<file path="src/core/plm_regs.svh">
// Constants for the partition label and map register block.
`ifndef PLM_REGS_SVH
`define PLM_REGS_SVH
`define PLM_OP0_SYS        2'h3
`define PLM_SM_OP1         3'h0
`define PLM_SM_CRN         4'hA
`define PLM_SM_CRM         4'h5
`define PLM_SM_OP2         3'h3
`define PLM_VPM_OP1        3'h4
`define PLM_VPM_CRN        4'hA
`define PLM_VPM_CRM        4'h6
`define PLM_VPM_OP2        3'h0
`define PLM_EC_SYSREG      6'h18
`define PLM_SM_PARTITION_IDENTIFIER_LSB  16
`define PLM_SM_PMG_LSB     40
`define PLM_SM_KEEP_MASK   64'h0000_FF00_FFFF_0000
`define PLM_ENTRY_W        16
`define PLM_MAP_INDEX_MAX  3'h0
`endif

</file>
<file path="src/core/plm_pkg.sv">
// Types shared by the partition label and map block.
`default_nettype none
package plm_pkg;
   typedef enum logic [1:0] {PLM_EL0, PLM_EL1, PLM_EL2, PLM_EL3} plm_el_t;
   typedef enum logic [1:0] {PLM_OK, PLM_UNDEF, PLM_TRAP_EL2, PLM_TRAP_EL3} plm_result_t;
endpackage
`default_nettype wire

</file>
<file path="src/core/plm_access_check.sv">
// Combinational trap and permission checks for both registers.
`include "plm_regs.svh"
`default_nettype none
module plm_access_check
(
   input  wire  plm_pkg::plm_el_t     i_el,
   input  wire  logic                 i_is_map,
   input  wire  logic                 i_el3_present,
   input  wire  logic                 i_trap_lower_levels,
   input  wire  logic                 i_halted,
   input  wire  logic                 i_secure_debug_disable,
   input  wire  logic                 i_el2_enabled,
   input  wire  logic                 i_streaming_reg_access_enable,
   input  wire  logic                 i_virtualization_present,
   output plm_pkg::plm_result_t       o_result
);
   import plm_pkg::*;
   logic el3_trap;
   assign el3_trap = i_el3_present && i_trap_lower_levels;
   always_comb
   begin
      o_result = PLM_OK;
      if (i_is_map && !i_virtualization_present)
         o_result = PLM_UNDEF;
      else
         case (i_el)
            PLM_EL0: o_result = PLM_UNDEF;
            PLM_EL1:
               if (i_is_map)
                  o_result = PLM_UNDEF;
               else if (el3_trap)
                  o_result = (i_halted && i_secure_debug_disable) ? PLM_UNDEF
                                                                 : PLM_TRAP_EL3;
               else if (i_el2_enabled && !i_streaming_reg_access_enable)
                  o_result = PLM_TRAP_EL2;
               else
                  o_result = PLM_OK;
            PLM_EL2:
               if (el3_trap)
                  o_result = (i_halted && i_secure_debug_disable) ? PLM_UNDEF
                                                                 : PLM_TRAP_EL3;
               else
                  o_result = PLM_OK;
            PLM_EL3: o_result = PLM_OK;
            default: o_result = PLM_UNDEF;
         endcase
   end
endmodule
`default_nettype wire

</file>
<file path="src/core/plm_label_map.sv">
// Virtual to physical partition ID lookup through the first map register.
`include "plm_regs.svh"
`default_nettype none
module plm_label_map
(
   input  wire  logic [63:0]  i_map,
   input  wire  logic [3:0]   i_valid,
   input  wire  logic         i_active,
   input  wire  logic [15:0]  i_virtual_id,
   output logic       [15:0]  o_physical_id,
   output logic               o_mapped
);
   logic [15:0] entry [0:3];
   genvar g;
   generate
      for (g = 0; g < 4; g++)
      begin : g_entry
         assign entry[g] = i_map[g*`PLM_ENTRY_W +: `PLM_ENTRY_W];
      end
   endgenerate
   // Only IDs 0..3 are covered; larger IDs would need the further map registers.
   assign o_mapped = i_active && (i_virtual_id[15:2] == 14'h0000)
                     && i_valid[i_virtual_id[1:0]];
   assign o_physical_id = o_mapped ? entry[i_virtual_id[1:0]] : i_virtual_id;
endmodule
`default_nettype wire

</file>
<file path="src/core/plm_top.sv">
// System register block for the streaming label register and first map register.
`include "plm_regs.svh"
`default_nettype none
module plm_top
(
   input  wire  logic                 i_clock,
   input  wire  logic                 i_rst,
   input  wire  logic                 i_req,
   input  wire  logic                 i_write,
   input  wire  logic [1:0]           i_op0,
   input  wire  logic [2:0]           i_op1,
   input  wire  logic [3:0]           i_crn,
   input  wire  logic [3:0]           i_crm,
   input  wire  logic [2:0]           i_op2,
   input  wire  logic [63:0]          i_wdata,
   input  wire  plm_pkg::plm_el_t     i_el,
   input  wire  logic                 i_el3_present,
   input  wire  logic                 i_trap_lower_levels,
   input  wire  logic                 i_halted,
   input  wire  logic                 i_secure_debug_disable,
   input  wire  logic                 i_el2_enabled,
   input  wire  logic                 i_streaming_reg_access_enable,
   input  wire  logic                 i_virtualization_present,
   input  wire  logic                 i_el1_map_enable,
   input  wire  logic                 i_el0_map_enable,
   input  wire  logic [3:0]           i_map_entry_valid,
   input  wire  logic                 i_partitioning_enable,
   input  wire  logic                 i_lbl_req,
   input  wire  logic                 i_lbl_from_el0,
   input  wire  logic                 i_lbl_streaming,
   input  wire  logic [15:0]          i_lbl_partition_id,
   output logic                       o_ack,
   output logic [63:0]                o_rdata,
   output plm_pkg::plm_result_t       o_result,
   output logic [5:0]                 o_syndrome_class,
   output logic [2:0]                 o_map_reg_max_index,
   output logic                       o_lbl_valid,
   output logic                       o_lbl_labelled,
   output logic [15:0]                o_lbl_partition_id,
   output logic [7:0]                 o_lbl_monitor_group,
   output logic                       o_lbl_mapped
);
   import plm_pkg::*;

   logic [63:0]   streaming_label_reg;
   logic [63:0]   vpartid_map_reg0;
   logic          hit_sm;
   logic          hit_map;
   plm_result_t   chk;
   logic          map_active;
   logic [15:0]   sel_id;
   logic [15:0]   phys_id;
   logic          mapped;

   assign hit_sm  = (i_op0 == `PLM_OP0_SYS) && (i_op1 == `PLM_SM_OP1) && (i_crn == `PLM_SM_CRN)
                    && (i_crm == `PLM_SM_CRM) && (i_op2 == `PLM_SM_OP2);
   assign hit_map = (i_op0 == `PLM_OP0_SYS) && (i_op1 == `PLM_VPM_OP1)
                    && (i_crn == `PLM_VPM_CRN) && (i_crm == `PLM_VPM_CRM)
                    && (i_op2 == `PLM_VPM_OP2);

   plm_access_check u_check
   (
      .i_el                          (i_el),
      .i_is_map                      (hit_map),
      .i_el3_present                 (i_el3_present),
      .i_trap_lower_levels           (i_trap_lower_levels),
      .i_halted                      (i_halted),
      .i_secure_debug_disable        (i_secure_debug_disable),
      .i_el2_enabled                 (i_el2_enabled),
      .i_streaming_reg_access_enable (i_streaming_reg_access_enable),
      .i_virtualization_present      (i_virtualization_present),
      .o_result                      (chk)
   );

   // Reserved bits are dropped on write so they always read as zero.
   always_ff @(posedge i_clock or posedge i_rst)
   begin
      if (i_rst)
         streaming_label_reg <= 64'h0000_0000_0000_0000;
      else if (i_req && i_write && hit_sm && chk == PLM_OK)
         streaming_label_reg <= i_wdata & `PLM_SM_KEEP_MASK;
   end

   // No reset: software must program the entries before enabling mapping.
   always_ff @(posedge i_clock)
   begin
      if (i_req && i_write && hit_map && chk == PLM_OK)
         vpartid_map_reg0 <= i_wdata;
   end

   always_ff @(posedge i_clock or posedge i_rst)
   begin
      if (i_rst)
         o_ack <= 1'b0;
      else
         o_ack <= i_req;
   end

   // The result stands until the next request so a slow consumer can still read it.
   always_ff @(posedge i_clock or posedge i_rst)
   begin
      if (i_rst)
         o_result <= PLM_OK;
      else if (i_req)
         o_result <= (hit_sm || hit_map) ? chk : PLM_UNDEF;
   end

   always_ff @(posedge i_clock or posedge i_rst)
   begin
      if (i_rst)
         o_syndrome_class <= 6'h00;
      else if (i_req && (hit_sm || hit_map) && (chk == PLM_TRAP_EL2 || chk == PLM_TRAP_EL3))
         o_syndrome_class <= `PLM_EC_SYSREG;
      else
         o_syndrome_class <= 6'h00;
   end

   always_ff @(posedge i_clock or posedge i_rst)
   begin
      if (i_rst)
         o_rdata <= 64'h0000_0000_0000_0000;
      else if (i_req && !i_write && (hit_sm || hit_map) && chk == PLM_OK)
         o_rdata <= hit_sm ? streaming_label_reg : vpartid_map_reg0;
      else
         o_rdata <= 64'h0000_0000_0000_0000;
   end

   always_ff @(posedge i_clock or posedge i_rst)
   begin
      if (i_rst)
         o_map_reg_max_index <= 3'h0;
      else
         o_map_reg_max_index <= i_virtualization_present ? `PLM_MAP_INDEX_MAX : 3'h0;
   end

   // Labels are read live from the register each request, never held in a cache.
   assign sel_id     = i_lbl_streaming ? streaming_label_reg[`PLM_SM_PARTITION_IDENTIFIER_LSB +: 16]
                                       : i_lbl_partition_id;
   assign map_active = i_virtualization_present && i_el2_enabled
                       && (i_lbl_from_el0 ? i_el0_map_enable : i_el1_map_enable);

   plm_label_map u_map
   (
      .i_map         (vpartid_map_reg0),
      .i_valid       (i_map_entry_valid),
      .i_active      (map_active),
      .i_virtual_id  (sel_id),
      .o_physical_id (phys_id),
      .o_mapped      (mapped)
   );

   always_ff @(posedge i_clock or posedge i_rst)
   begin
      if (i_rst)
         o_lbl_valid <= 1'b0;
      else
         o_lbl_valid <= i_lbl_req;
   end

   always_ff @(posedge i_clock or posedge i_rst)
   begin
      if (i_rst)
         o_lbl_labelled <= 1'b0;
      else
         o_lbl_labelled <= i_lbl_req && i_partitioning_enable;
   end

   // A disabled label reads as zero so stale IDs never leak onto the request.
   always_ff @(posedge i_clock or posedge i_rst)
   begin
      if (i_rst)
         o_lbl_partition_id <= 16'h0000;
      else
         o_lbl_partition_id <= i_partitioning_enable ? phys_id : 16'h0000;
   end

   always_ff @(posedge i_clock or posedge i_rst)
   begin
      if (i_rst)
         o_lbl_monitor_group <= 8'h00;
      else if (i_partitioning_enable && i_lbl_streaming)
         o_lbl_monitor_group <= streaming_label_reg[`PLM_SM_PMG_LSB +: 8];
      else
         o_lbl_monitor_group <= 8'h00;
   end

   always_ff @(posedge i_clock or posedge i_rst)
   begin
      if (i_rst)
         o_lbl_mapped <= 1'b0;
      else
         o_lbl_mapped <= i_lbl_req && i_partitioning_enable && mapped;
   end
endmodule
`default_nettype wire

</file>
<file path="config.mk">
export PLATFORM = sky130hd
export DESIGN_NAME = plm_top
export DESIGN_NICKNAME = d
export VERILOG_FILES = /design/src/core/plm_pkg.sv /design/src/core/plm_access_check.sv /design/src/core/plm_label_map.sv /design/src/core/plm_top.sv
export VERILOG_INCLUDE_DIRS = /design/src /design/src/core
export SDC_FILE = /design/constraint.sdc
export NUM_CORES = 1
export LEC_CHECK = 0
export ABC_AREA = 1
export BUFFER_PORTS_ARGS = -buffer_cell sky130_fd_sc_hd__buf_4
export CORE_MARGIN = 2
export CORE_UTILIZATION = 47
export DETAILED_ROUTE_END_ITERATION = 12
export GPL_TIMING_DRIVEN = 0
export PLACE_DENSITY = 0.8
export SYNTH_ARGS = -nofsm -noshare
export SYNTH_HDL_FRONTEND = slang
export SYNTH_SLANG_ARGS = --single-unit
</file>
<file path="constraint.sdc">
create_clock -name i_clock -period 3.24 [get_ports i_clock]
set_input_delay 0.162 -clock i_clock [delete_from_list [all_inputs] [get_ports i_clock]]
set_output_delay 0.162 -clock i_clock [all_outputs]
set_load 0.02 [all_outputs]
</file>
==> impl_results.html, run 1 <==
<table>
<tr><th>Metric</th><th>Value</th></tr>
<tr><th colspan="2">GRT</th></tr>
<tr><td>GRT Util Overall</td><td>a little over a quarter</td></tr>
<tr><td>Number of antenna violations at the first check in global routing</td><td>0</td></tr>
<tr><td>Number of global-route vias before repair</td><td>between 6000 and 7000</td></tr>
<tr><td>Largest net degree at the start of global routing</td><td>45</td></tr>
<tr><td>Global-route wire length before repair</td><td>35800 um</td></tr>
<tr><td>Overflow left after global routing</td><td>0</td></tr>
<tr><th colspan="2">Critical path</th></tr>
<tr><td>Launching instance or port of the critical path</td><td>i_op1[1]</td></tr>
<tr><td>Setup CP Type</td><td>in2reg</td></tr>
<tr><td>CP Launch Type</td><td>input pin</td></tr>
<tr><td>Worst endpoint required time</td><td>3.38 ns</td></tr>
<tr><td>Worst R2R Start</td><td>streaming_label_reg[17]$_DFFE_PP0P_</td></tr>
<tr><td>Buffers plus inverters on the worst setup path</td><td>4</td></tr>
<tr><td>Peak fanout along the critical path</td><td>22</td></tr>
<tr><td>CP endpoint kind</td><td>flop</td></tr>
<tr><td>Register-to-register setup slack</td><td>1.38 ns</td></tr>
<tr><td>Arrival time of data at the critical path endpoint</td><td>~2.2 ns</td></tr>
<tr><td>R2R cell count</td><td>9</td></tr>
<tr><td>Cell occurring most often along the worst timing path</td><td>sky130_fd_sc_hd__nand2_1</td></tr>
<tr><td>Max stage delay on crit path</td><td>around 0.42 ns</td></tr>
<tr><td>Crit-path slowest cell</td><td>sky130_fd_sc_hd__nor3_4</td></tr>
<tr><td>CP cell instances</td><td>buf_4 -&gt; nor2_1 -&gt; nand2_1 -&gt; nor2_4 -&gt; nand2_2 -&gt; nand2_1 -&gt; nand2_1 -&gt; nand2_1 -&gt; buf_4 -&gt; nand2_1 -&gt; nor3_4 -&gt; buf_16 -&gt; buf_16</td></tr>
<tr><td>Endpoint of the lowest-slack register-to-register path</td><td>o_lbl_partition_id[12]$_DFF_PP0_</td></tr>
<tr><td>Top Family by Delay on Critical Path</td><td>simple AND/OR/NAND/NOR gates</td></tr>
<tr><th colspan="2">Cells and area</th></tr>
<tr><td>Non-Filler Cell Area, Final</td><td>0.01135 mm2</td></tr>
<tr><td>N_diodes</td><td>0</td></tr>
<tr><td>Layout cells sized above 1</td><td>30.13%</td></tr>
<tr><td>Layout net count</td><td>1305</td></tr>
<tr><td>Growth of design area from synthesis to finish</td><td>40.76%</td></tr>
<tr><th colspan="2">Floorplan</th></tr>
<tr><td>Top-level I/O count</td><td>222</td></tr>
<tr><td>Vertical die dimension</td><td>135.0 um</td></tr>
<tr><td>Number of rows created at floorplan</td><td>47</td></tr>
<tr><td>Starting density of the core</td><td>~48%</td></tr>
<tr><td>Width of the die</td><td>135.0 um</td></tr>
<tr><td>Die Footprint</td><td>about 0.018 mm2</td></tr>
<tr><td>Area of the core region</td><td>~0.017 mm2</td></tr>
<tr><th colspan="2">Yosys</th></tr>
<tr><td>Proportion of netlist area held by the largest area contributor</td><td>36.92%</td></tr>
<tr><td>Synthesis-stage register bit count</td><td>roughly 180</td></tr>
<tr><td>Synth top area cells</td><td>sky130_fd_sc_hd__dfrtp_1 (37%), sky130_fd_sc_hd__edfxtp_1 (24%), sky130_fd_sc_hd__nand2_1 (14%), sky130_fd_sc_hd__nor2_2 (5.0%), sky130_fd_sc_hd__inv_1 (3.5%)</td></tr>
<tr><td>Register area share after synthesis</td><td>60.74%</td></tr>
<tr><td>Synthesized instance count</td><td>877</td></tr>
<tr><td>Count of unique library cells instantiated by Yosys</td><td>29</td></tr>
<tr><td>Total of warnings raised by yosys</td><td>0</td></tr>
<tr><td>Mean Syn Cell Area</td><td>9.198 um2</td></tr>
<tr><td>Cell type with the largest total area after synthesis</td><td>sky130_fd_sc_hd__dfrtp_1</td></tr>
<tr><td>Post-Syn Area</td><td>0.008066 mm2</td></tr>
<tr><th colspan="2">Clock tree</th></tr>
<tr><td>Clock transition time at the flip-flop clock pins of the worst setup and hold paths</td><td>roughly 0.070 ns</td></tr>
<tr><td>CTS tree</td><td>built</td></tr>
<tr><td>Clk Latency, worst-skew pair</td><td>0.44 ns</td></tr>
<tr><td>Total CTS buffers</td><td>17</td></tr>
<tr><td>Number of sinks driven by the clock tree</td><td>183</td></tr>
<tr><td>CTS HTree Levels</td><td>4</td></tr>
<tr><td>Buffer depth of the longest clock path</td><td>2</td></tr>
<tr><td>Post-CTS setup buffer count</td><td>0</td></tr>
<tr><td>Clock tree root buffer cell</td><td>sky130_fd_sc_hd__clkbuf_16</td></tr>
<tr><th colspan="2">Timing</th></tr>
<tr><td>Finish-stage setup viols</td><td>0</td></tr>
<tr><td>Minimum clock period after layout</td><td>between 2 and 2.5 ns</td></tr>
<tr><td>Least-Margin Pin Slew</td><td>0.8540 ns</td></tr>
<tr><td>Final Hold Slack</td><td>0.1378 ns</td></tr>
<tr><td>Post-route fraction of the period consumed by the critical path</td><td>a little over three fifths</td></tr>
<tr><td>Worst relative slew slack</td><td>42.95%</td></tr>
<tr><td>Final Hold Vio Count</td><td>0</td></tr>
<tr><td>Largest clock skew in the final design</td><td>0.009669 ns</td></tr>
<tr><td>Unrepaired setup endpoints after global routing</td><td>no</td></tr>
<tr><td>Maximum frequency from static timing analysis</td><td>around 490 MHz</td></tr>
<tr><td>Max-slew violation count</td><td>0</td></tr>
<tr><th colspan="2">Drt</th></tr>
<tr><td>Post-detailed-routing wire length</td><td>approximately 23000 um</td></tr>
<tr><td>Number of antenna-violating nets in the routed design</td><td>0</td></tr>
<tr><td>Iteration count of the initial detailed-routing pass</td><td>7</td></tr>
<tr><td>Detailed-route wire length on metal 1</td><td>9410 um</td></tr>
<tr><td>Mean routed wirelength per cell</td><td>roughly 16 um</td></tr>
<tr><td>Total number of vias</td><td>around 7000</td></tr>
<tr><td>Routed wire length on met2</td><td>~12000 um</td></tr>
<tr><td>Post-route DRC</td><td>0</td></tr>
<tr><td>Number of vias per cell</td><td>4.910</td></tr>
<tr><td>Met3 Wirelength</td><td>1675 um</td></tr>
<tr><td>Starting DRT DRC Count</td><td>620</td></tr>
<tr><td>Highest metal used</td><td>met4</td></tr>
<tr><th colspan="2">Min path</th></tr>
<tr><td>Launch instance of the worst min-delay path</td><td>i_write</td></tr>
<tr><td>Sink of the worst hold path</td><td>o_rdata[1]$_DFF_PP0_</td></tr>
<tr><td>Hold path depth</td><td>4</td></tr>
<tr><td>Class of the worst hold path</td><td>in2reg</td></tr>
<tr><th colspan="2">Place</th></tr>
<tr><td>Weighted congestion reported at the end of routability-driven placement</td><td>around 0.92</td></tr>
<tr><td>Area of placed instances</td><td>0.01009 mm2</td></tr>
<tr><td>Port-buffer cells</td><td>about 210</td></tr>
<tr><td>HPWL Detailed</td><td>about 17000 um</td></tr>
<tr><th colspan="2">Status</th></tr>
<tr><td>Run status</td><td>complete, no violations</td></tr>
<tr><th colspan="2">Power and ir drop</th></tr>
<tr><td>Static leakage</td><td>between 5 and 6 nW</td></tr>
<tr><td>Pwr/cell area</td><td>433.9 mW/mm2</td></tr>
<tr><td>Maximum VDD drop</td><td>roughly 0.42 mV</td></tr>
<tr><th colspan="2">Job</th></tr>
<tr><td>Max-capacitance violation count</td><td>0</td></tr>
</table>
-- tightest hold or removal path, stage by stage --
cell                      delay, ns
sky130_fd_sc_hd__buf_4         0.09
sky130_fd_sc_hd__nor2_2        0.04
sky130_fd_sc_hd__nand3_4       0.18
sky130_fd_sc_hd__nor2_1        0.06
-- kinds of logic (layout without fill, tap and decap cells) --
kind of cell	after synthesis	after routing	share of synthesized area, %
simple gates	509	509	27.83
other cells	1	7	0.04649
compound gates	54	54	3.459
buf+inv	128	443	7.678
flops	183	183	60.74
mux	2	2	0.2482
-- worst max path at each step --
| stage | to | slack, ns | depth (start not counted) |
|---|---|---|---|
| after floorplan | vpartid_map_reg0[0]$_DFFE_PP_ | 0.20 | 10 |
| after global placement | vpartid_map_reg0[6]$_DFFE_PP_ | -0.72 | 11 |
| after detailed placement | vpartid_map_reg0[3]$_DFFE_PP_ | 0.72 | 13 |
| after CTS | vpartid_map_reg0[4]$_DFFE_PP_ | 1.18 | 13 |
| after global routing | vpartid_map_reg0[4]$_DFFE_PP_ | 0.95 | 13 |
| final | vpartid_map_reg0[4]$_DFFE_PP_ | 1.19 | 13 |
-- metal layers --
layer  vias to the layer above  GRT usage (%)
met1                      3239          32.68
met3                        49          5.818
li1                       3359              -
met4                         0          10.42
met2                       316          44.44
met5                         -              0
-- synth_stat cells, drive strengths merged --
master / count
nand2: 309
nor2: 127
dfrtp: 119
inv: 77
edfxtp: 64
nand3: 44
buf: 38
o21ai: 33
nand4: 26
a21oi: 18
clkbuf: 12
nor3: 3
mux2i: 2
a31oi: 1
clkinv: 1
conb: 1
o21a: 1
o22ai: 1
-- stage by stage --
step                instances  power, mW  TNS (ns)  utilization [%]  worst slack [ns]
global route             1418      5.079         0            67.99            0.9462
detailed placement       1320      2.840         0            60.44            0.7192
CTS                      1418      4.935         0            67.99             1.185
floorplan                 883      2.643         0                -            0.2045
finish                   1418      4.927         0            67.99             1.194
global placement         1315      2.832    -45.74            59.70           -0.7200
-- cell usage in the layout, fill, tap and decap left out, types with 2 or more instances in the layout --
cell type / netlist / routed
sky130_fd_sc_hd__clkbuf_16: 0 / 17
sky130_fd_sc_hd__nand2_2: 4 / 4
sky130_fd_sc_hd__clkinv_2: 0 / 3
sky130_fd_sc_hd__clkbuf_8: 0 / 3
sky130_fd_sc_hd__clkinv_4: 0 / 2
sky130_fd_sc_hd__o21ai_0: 27 / 27
sky130_fd_sc_hd__a21oi_1: 18 / 18
sky130_fd_sc_hd__dfrtp_1: 119 / 119
sky130_fd_sc_hd__buf_1: 2 / 2
sky130_fd_sc_hd__buf_16: 0 / 3
sky130_fd_sc_hd__dlygate4sd3_1: 0 / 67
sky130_fd_sc_hd__buf_12: 0 / 2
sky130_fd_sc_hd__bufinv_16: 0 / 2
sky130_fd_sc_hd__nand3_1: 41 / 41
sky130_fd_sc_hd__buf_4: 10 / 222
sky130_fd_sc_hd__conb_1: 1 / 7
sky130_fd_sc_hd__nor2_2: 65 / 65
sky130_fd_sc_hd__buf_2: 15 / 15
sky130_fd_sc_hd__clkbuf_1: 12 / 12
sky130_fd_sc_hd__nor2_1: 61 / 61
sky130_fd_sc_hd__nor3_1: 3 / 2
sky130_fd_sc_hd__inv_1: 76 / 75
sky130_fd_sc_hd__mux2i_1: 2 / 2
sky130_fd_sc_hd__o21ai_1: 5 / 5
sky130_fd_sc_hd__clkinvlp_4: 0 / 4
sky130_fd_sc_hd__edfxtp_1: 64 / 64
sky130_fd_sc_hd__nand2_1: 305 / 305
sky130_fd_sc_hd__buf_6: 11 / 11
sky130_fd_sc_hd__nand3_4: 2 / 2
sky130_fd_sc_hd__nand4_1: 26 / 26
-- area by class of cell --
type | instances | area (um2)
multi-input combinational | 572 | 2581
fill | 1256 | 5346
clock buffer | 20 | 466.7
tap | 220 | 275.3
buffer | 50 | 326.6
timing repair buffer | 284 | 2385
sequential | 183 | 4900
clock inverter | 11 | 123.9
inverter | 78 | 296.5
-- timing repair --
item                                   4_1_cts  5_1_grt
hold buffers                                67        0
gates resized for setup                      0        0
endpoints found under the hold margin      123        0
-- power by group --
| part | leakage (nW) | internal, mW | switching [mW] |
|---|---|---|---|
| combinational | 3.28 | 0.220 | 0.236 |
| clock | 0.284 | 1.19 | 0.867 |
| sequential | 2.22 | 2.41 | 0.00477 |
| total | 5.79 | 3.82 | 1.11 |
Note: power is estimated with default switching activity, not from simulation.
==> run 2, diff against run 1 <==
- CORE_UTILIZATION: 47 -> 53
- PLACE_DENSITY: 0.8 -> 0.85
- clock period: 3.24 -> 2.1 ns (I/O delays scaled with it)
==> run 2 against run 1 <==
  * Cell count fell by 2.1%
  * Die area decreased by 11%
  * Setup slack worse by 0.95 ns
  * Combinational power grew 59%
  * Largest cell class unchanged
==> impl_results.html, run 2 (synthesized netlist as in run 1, its figures left out) <==
<table>
<tr><th>Metric</th><th>Value</th></tr>
<tr><th colspan="2">Cells and area</th></tr>
<tr><td>Leading cell type in the layout, fill and taps excluded</td><td>sky130_fd_sc_hd__nand2_1</td></tr>
<tr><td>Growth of design area from synthesis to finish</td><td>40.47%</td></tr>
<tr><td>Layout cells sized above 1</td><td>30.75% (+0.62 points)</td></tr>
<tr><td>Post-route insts no fill</td><td>1388 (-2.1%)</td></tr>
<tr><td>Highest-count cells in the layout ignoring fill and taps</td><td>sky130_fd_sc_hd__nand2_1 (301), sky130_fd_sc_hd__buf_4 (222), sky130_fd_sc_hd__dfrtp_1 (119)</td></tr>
<tr><td>N_diodes</td><td>0 (unchanged)</td></tr>
<tr><td>Layout net count</td><td>1306 (+0.077%)</td></tr>
<tr><td>Final-layout fill cell count</td><td>989 (-21%)</td></tr>
<tr><th colspan="2">Critical path</th></tr>
<tr><td>Worst endpoint required time</td><td>2.43 ns (-0.95 ns)</td></tr>
<tr><td>R2R cell count</td><td>7 (-2)</td></tr>
<tr><td>Endpoint of the lowest-slack register-to-register path</td><td>o_lbl_partition_id[11]$_DFF_PP0_</td></tr>
<tr><td>Arrival time of data at the critical path endpoint</td><td>2.19 ns (about the same)</td></tr>
<tr><td>Setup CP Type</td><td>reg2reg</td></tr>
<tr><td>Register-to-register setup slack</td><td>0.24 ns (-1.14 ns)</td></tr>
<tr><td>CP Launch Type</td><td>flop</td></tr>
<tr><td>CP endpoint kind</td><td>flop</td></tr>
<tr><td>Peak fanout along the critical path</td><td>10 (-55%)</td></tr>
<tr><td>Worst R2R Start</td><td>streaming_label_reg[17]$_DFFE_PP0P_</td></tr>
<tr><th colspan="2">Min path</th></tr>
<tr><td>Class of the worst hold path</td><td>in2reg</td></tr>
<tr><td>Sink of the worst hold path</td><td>o_rdata[1]$_DFF_PP0_</td></tr>
<tr><td>Hold path depth</td><td>4 (unchanged)</td></tr>
<tr><td>Launch instance of the worst min-delay path</td><td>i_write</td></tr>
<tr><th colspan="2">Place</th></tr>
<tr><td>HPWL Detailed</td><td>17360 um (+1.6%)</td></tr>
<tr><td>Port-buffer cells</td><td>212 (unchanged)</td></tr>
<tr><td>Placed cell count</td><td>1288 (-2.4%)</td></tr>
<tr><td>Weighted congestion reported at the end of routability-driven placement</td><td>0.8948 (-2.6%)</td></tr>
<tr><th colspan="2">Clock tree</th></tr>
<tr><td>Buffer depth of the longest clock path</td><td>2 (unchanged)</td></tr>
<tr><td>CTS tree</td><td>built</td></tr>
<tr><td>Clock transition time at the flip-flop clock pins of the worst setup and hold paths</td><td>0.07 ns (about the same)</td></tr>
<tr><td>Total CTS buffers</td><td>17 (unchanged)</td></tr>
<tr><td>Number of sinks driven by the clock tree</td><td>183 (unchanged)</td></tr>
<tr><td>Clock tree root buffer cell</td><td>sky130_fd_sc_hd__clkbuf_16</td></tr>
<tr><td>CTS HTree Levels</td><td>4 (unchanged)</td></tr>
<tr><td>Number of cells upsized or downsized after cts</td><td>0 (unchanged)</td></tr>
<tr><td>Clk Latency, worst-skew pair</td><td>0.44 ns (about the same)</td></tr>
<tr><th colspan="2">Drt</th></tr>
<tr><td>Iteration count of the initial detailed-routing pass</td><td>6 (-1)</td></tr>
<tr><td>Post-detailed-routing wire length</td><td>24760 um (+6.2%)</td></tr>
<tr><td>Mean routed wirelength per cell</td><td>17.84 um (+8.5%)</td></tr>
<tr><td>Starting DRT DRC Count</td><td>620 (unchanged)</td></tr>
<tr><td>Number of antenna-violating nets in the routed design</td><td>0 (unchanged)</td></tr>
<tr><td>Number of vias per cell</td><td>5.141 (+4.7%)</td></tr>
<tr><td>Total number of vias</td><td>7136 (+2.5%)</td></tr>
<tr><td>Post-route DRC</td><td>0 (unchanged)</td></tr>
<tr><th colspan="2">Power and ir drop</th></tr>
<tr><td>Pwr/cell area</td><td>673.6 mW/mm2 (+55%)</td></tr>
<tr><td>Static leakage</td><td>5.787 nW (about the same)</td></tr>
<tr><td>Maximum VDD drop</td><td>0.5777 mV (+37%)</td></tr>
<tr><th colspan="2">Job</th></tr>
<tr><td>Max-capacitance violation count</td><td>0 (unchanged)</td></tr>
<tr><th colspan="2">GRT</th></tr>
<tr><td>Number of antenna violations at the first check in global routing</td><td>0 (unchanged)</td></tr>
<tr><td>Number of global-route vias before repair</td><td>7180 (+4.4%)</td></tr>
<tr><td>Global-route wire length before repair</td><td>37830 um (+5.7%)</td></tr>
<tr><td>Overflow left after global routing</td><td>0 (unchanged)</td></tr>
<tr><td>GRT Util Overall</td><td>31.15% (+5.0 points)</td></tr>
<tr><td>Largest net degree at the start of global routing</td><td>45 (unchanged)</td></tr>
<tr><th colspan="2">Floorplan</th></tr>
<tr><td>Die Footprint</td><td>0.01622 mm2 (-11%)</td></tr>
<tr><td>Number of rows created at floorplan</td><td>45 (-4.3%)</td></tr>
<tr><td>Vertical die dimension</td><td>127.4 um (-5.7%)</td></tr>
<tr><td>Width of the die</td><td>127.4 um (-5.7%)</td></tr>
<tr><td>Top-level I/O count</td><td>222 (unchanged)</td></tr>
<tr><td>Area of the core region</td><td>0.01503 mm2 (-10%)</td></tr>
<tr><td>Starting density of the core</td><td>53.66% (+5.4 points)</td></tr>
<tr><th colspan="2">Timing</th></tr>
<tr><td>Sum Neg Setup Slack</td><td>0 ns (unchanged)</td></tr>
<tr><td>Maximum frequency from static timing analysis</td><td>about 540 MHz</td></tr>
<tr><td>Minimum clock period after layout</td><td>1.858 ns</td></tr>
<tr><td>Max-slew violation count</td><td>0 (unchanged)</td></tr>
<tr><td>Post-route fraction of the period consumed by the critical path</td><td>88.46%</td></tr>
<tr><td>Unrepaired setup endpoints after global routing</td><td>no</td></tr>
<tr><td>Least-Margin Pin Slew</td><td>0.8205 ns (-0.03348 ns)</td></tr>
<tr><td>Finish-stage setup viols</td><td>0 (unchanged)</td></tr>
<tr><td>Worst relative slew slack</td><td>45.18% (+2.2 points)</td></tr>
<tr><td>Final Hold Vio Count</td><td>0 (unchanged)</td></tr>
<tr><td>Largest clock skew in the final design</td><td>0.01112 ns (+0.001452 ns)</td></tr>
<tr><th colspan="2">Status</th></tr>
<tr><td>Run status</td><td>complete, no violations</td></tr>
</table>
[run 2: cell type report]
class / count / area, um2 / area share [%]
plain buffers: 50 / 330.3 / 2.915
clock buffers: 18 / 429.2 / 3.788
clock inverters: 14 / 148.9 / 1.314
inverters: 78 / 296.5 / 2.617
multi-input cells: 572 / 2611 / 23.05
flip-flops and latches: 183 / 4900 / 43.24
well taps: 188 / 235.2 / 2.076
repair buffers: 285 / 2380 / 21.00
[run 2: stage by stage]
step | cell area [um2] | util [%] | setup slack [ns] | hold slack (ns) | total power, mW
after detailed placement | 10070 | 67.02 | -0.6968 | 0.2271 | 4.395
after global routing | 11330 | 75.37 | 0.1181 | 0.09664 | 7.854
after floorplan | 8138 | - | -0.8406 | 0.1364 | 4.084
after global placement | 9965 | 66.28 | -1.721 | 0.2229 | 4.377
final | 11330 | 75.37 | 0.2423 | 0.08056 | 7.632
after CTS | 11330 | 75.37 | 0.3078 | 0.05792 | 7.619
[run 2: worst max-delay path by stage]
| stage | slack, ns | start | cells after the start | end |
|---|---|---|---|---|
| CTS | 0.31 | streaming_label_reg[17]$_DFFE_PP0P_ | 7 | o_lbl_partition_id[11]$_DFF_PP0_ |
| global route | 0.12 | streaming_label_reg[17]$_DFFE_PP0P_ | 10 | o_lbl_partition_id[8]$_DFF_PP0_ |
| global placement | -1.72 | i_op1[1] | 11 | vpartid_map_reg0[32]$_DFFE_PP_ |
| finish | 0.24 | streaming_label_reg[17]$_DFFE_PP0P_ | 7 | o_lbl_partition_id[11]$_DFF_PP0_ |
| floorplan | -0.84 | i_op1[1] | 10 | vpartid_map_reg0[0]$_DFFE_PP_ |
| detailed placement | -0.70 | i_op1[1] | 14 | vpartid_map_reg0[14]$_DFFE_PP_ |
[run 2: repair_timing]
item / 4_1_cts / 5_1_grt
hold endpoints to repair: 127 / 0
setup endpoints to repair: 40 / 0
setup buffers: 1 / 0
hold buffers: 67 / 0
[run 2: worst max-delay path, stage by stage, from the launching register on]
cell                       delay (ns)
sky130_fd_sc_hd__dfrtp_1         0.38
sky130_fd_sc_hd__nand2_1         0.06
sky130_fd_sc_hd__o21ai_0         0.16
sky130_fd_sc_hd__buf_4           0.24
sky130_fd_sc_hd__clkbuf_1        0.41
sky130_fd_sc_hd__nand3_1         0.27
sky130_fd_sc_hd__a21oi_1         0.19
sky130_fd_sc_hd__nor2_1          0.05
[run 2: per-layer routing]
layer / routed length [um] / GRT usage (%) / vias to the layer above
met2: 12650 / 54.45 / 383
met3: 2015 / 6.198 / 48
met1: 9334 / 37.50 / 3343
li1: - / - / 3362
met4: 755 / 13.90 / 0
met5: 0 / 0 / -
[run 2: where the power goes]
| part | leakage (nW) | internal [mW] | switching [mW] |
|---|---|---|---|
| sequential | 2.22 | 3.71 | 0.00824 |
| combinational | 3.29 | 0.343 | 0.380 |
| clock | 0.279 | 1.77 | 1.42 |
| total | 5.79 | 5.82 | 1.81 |
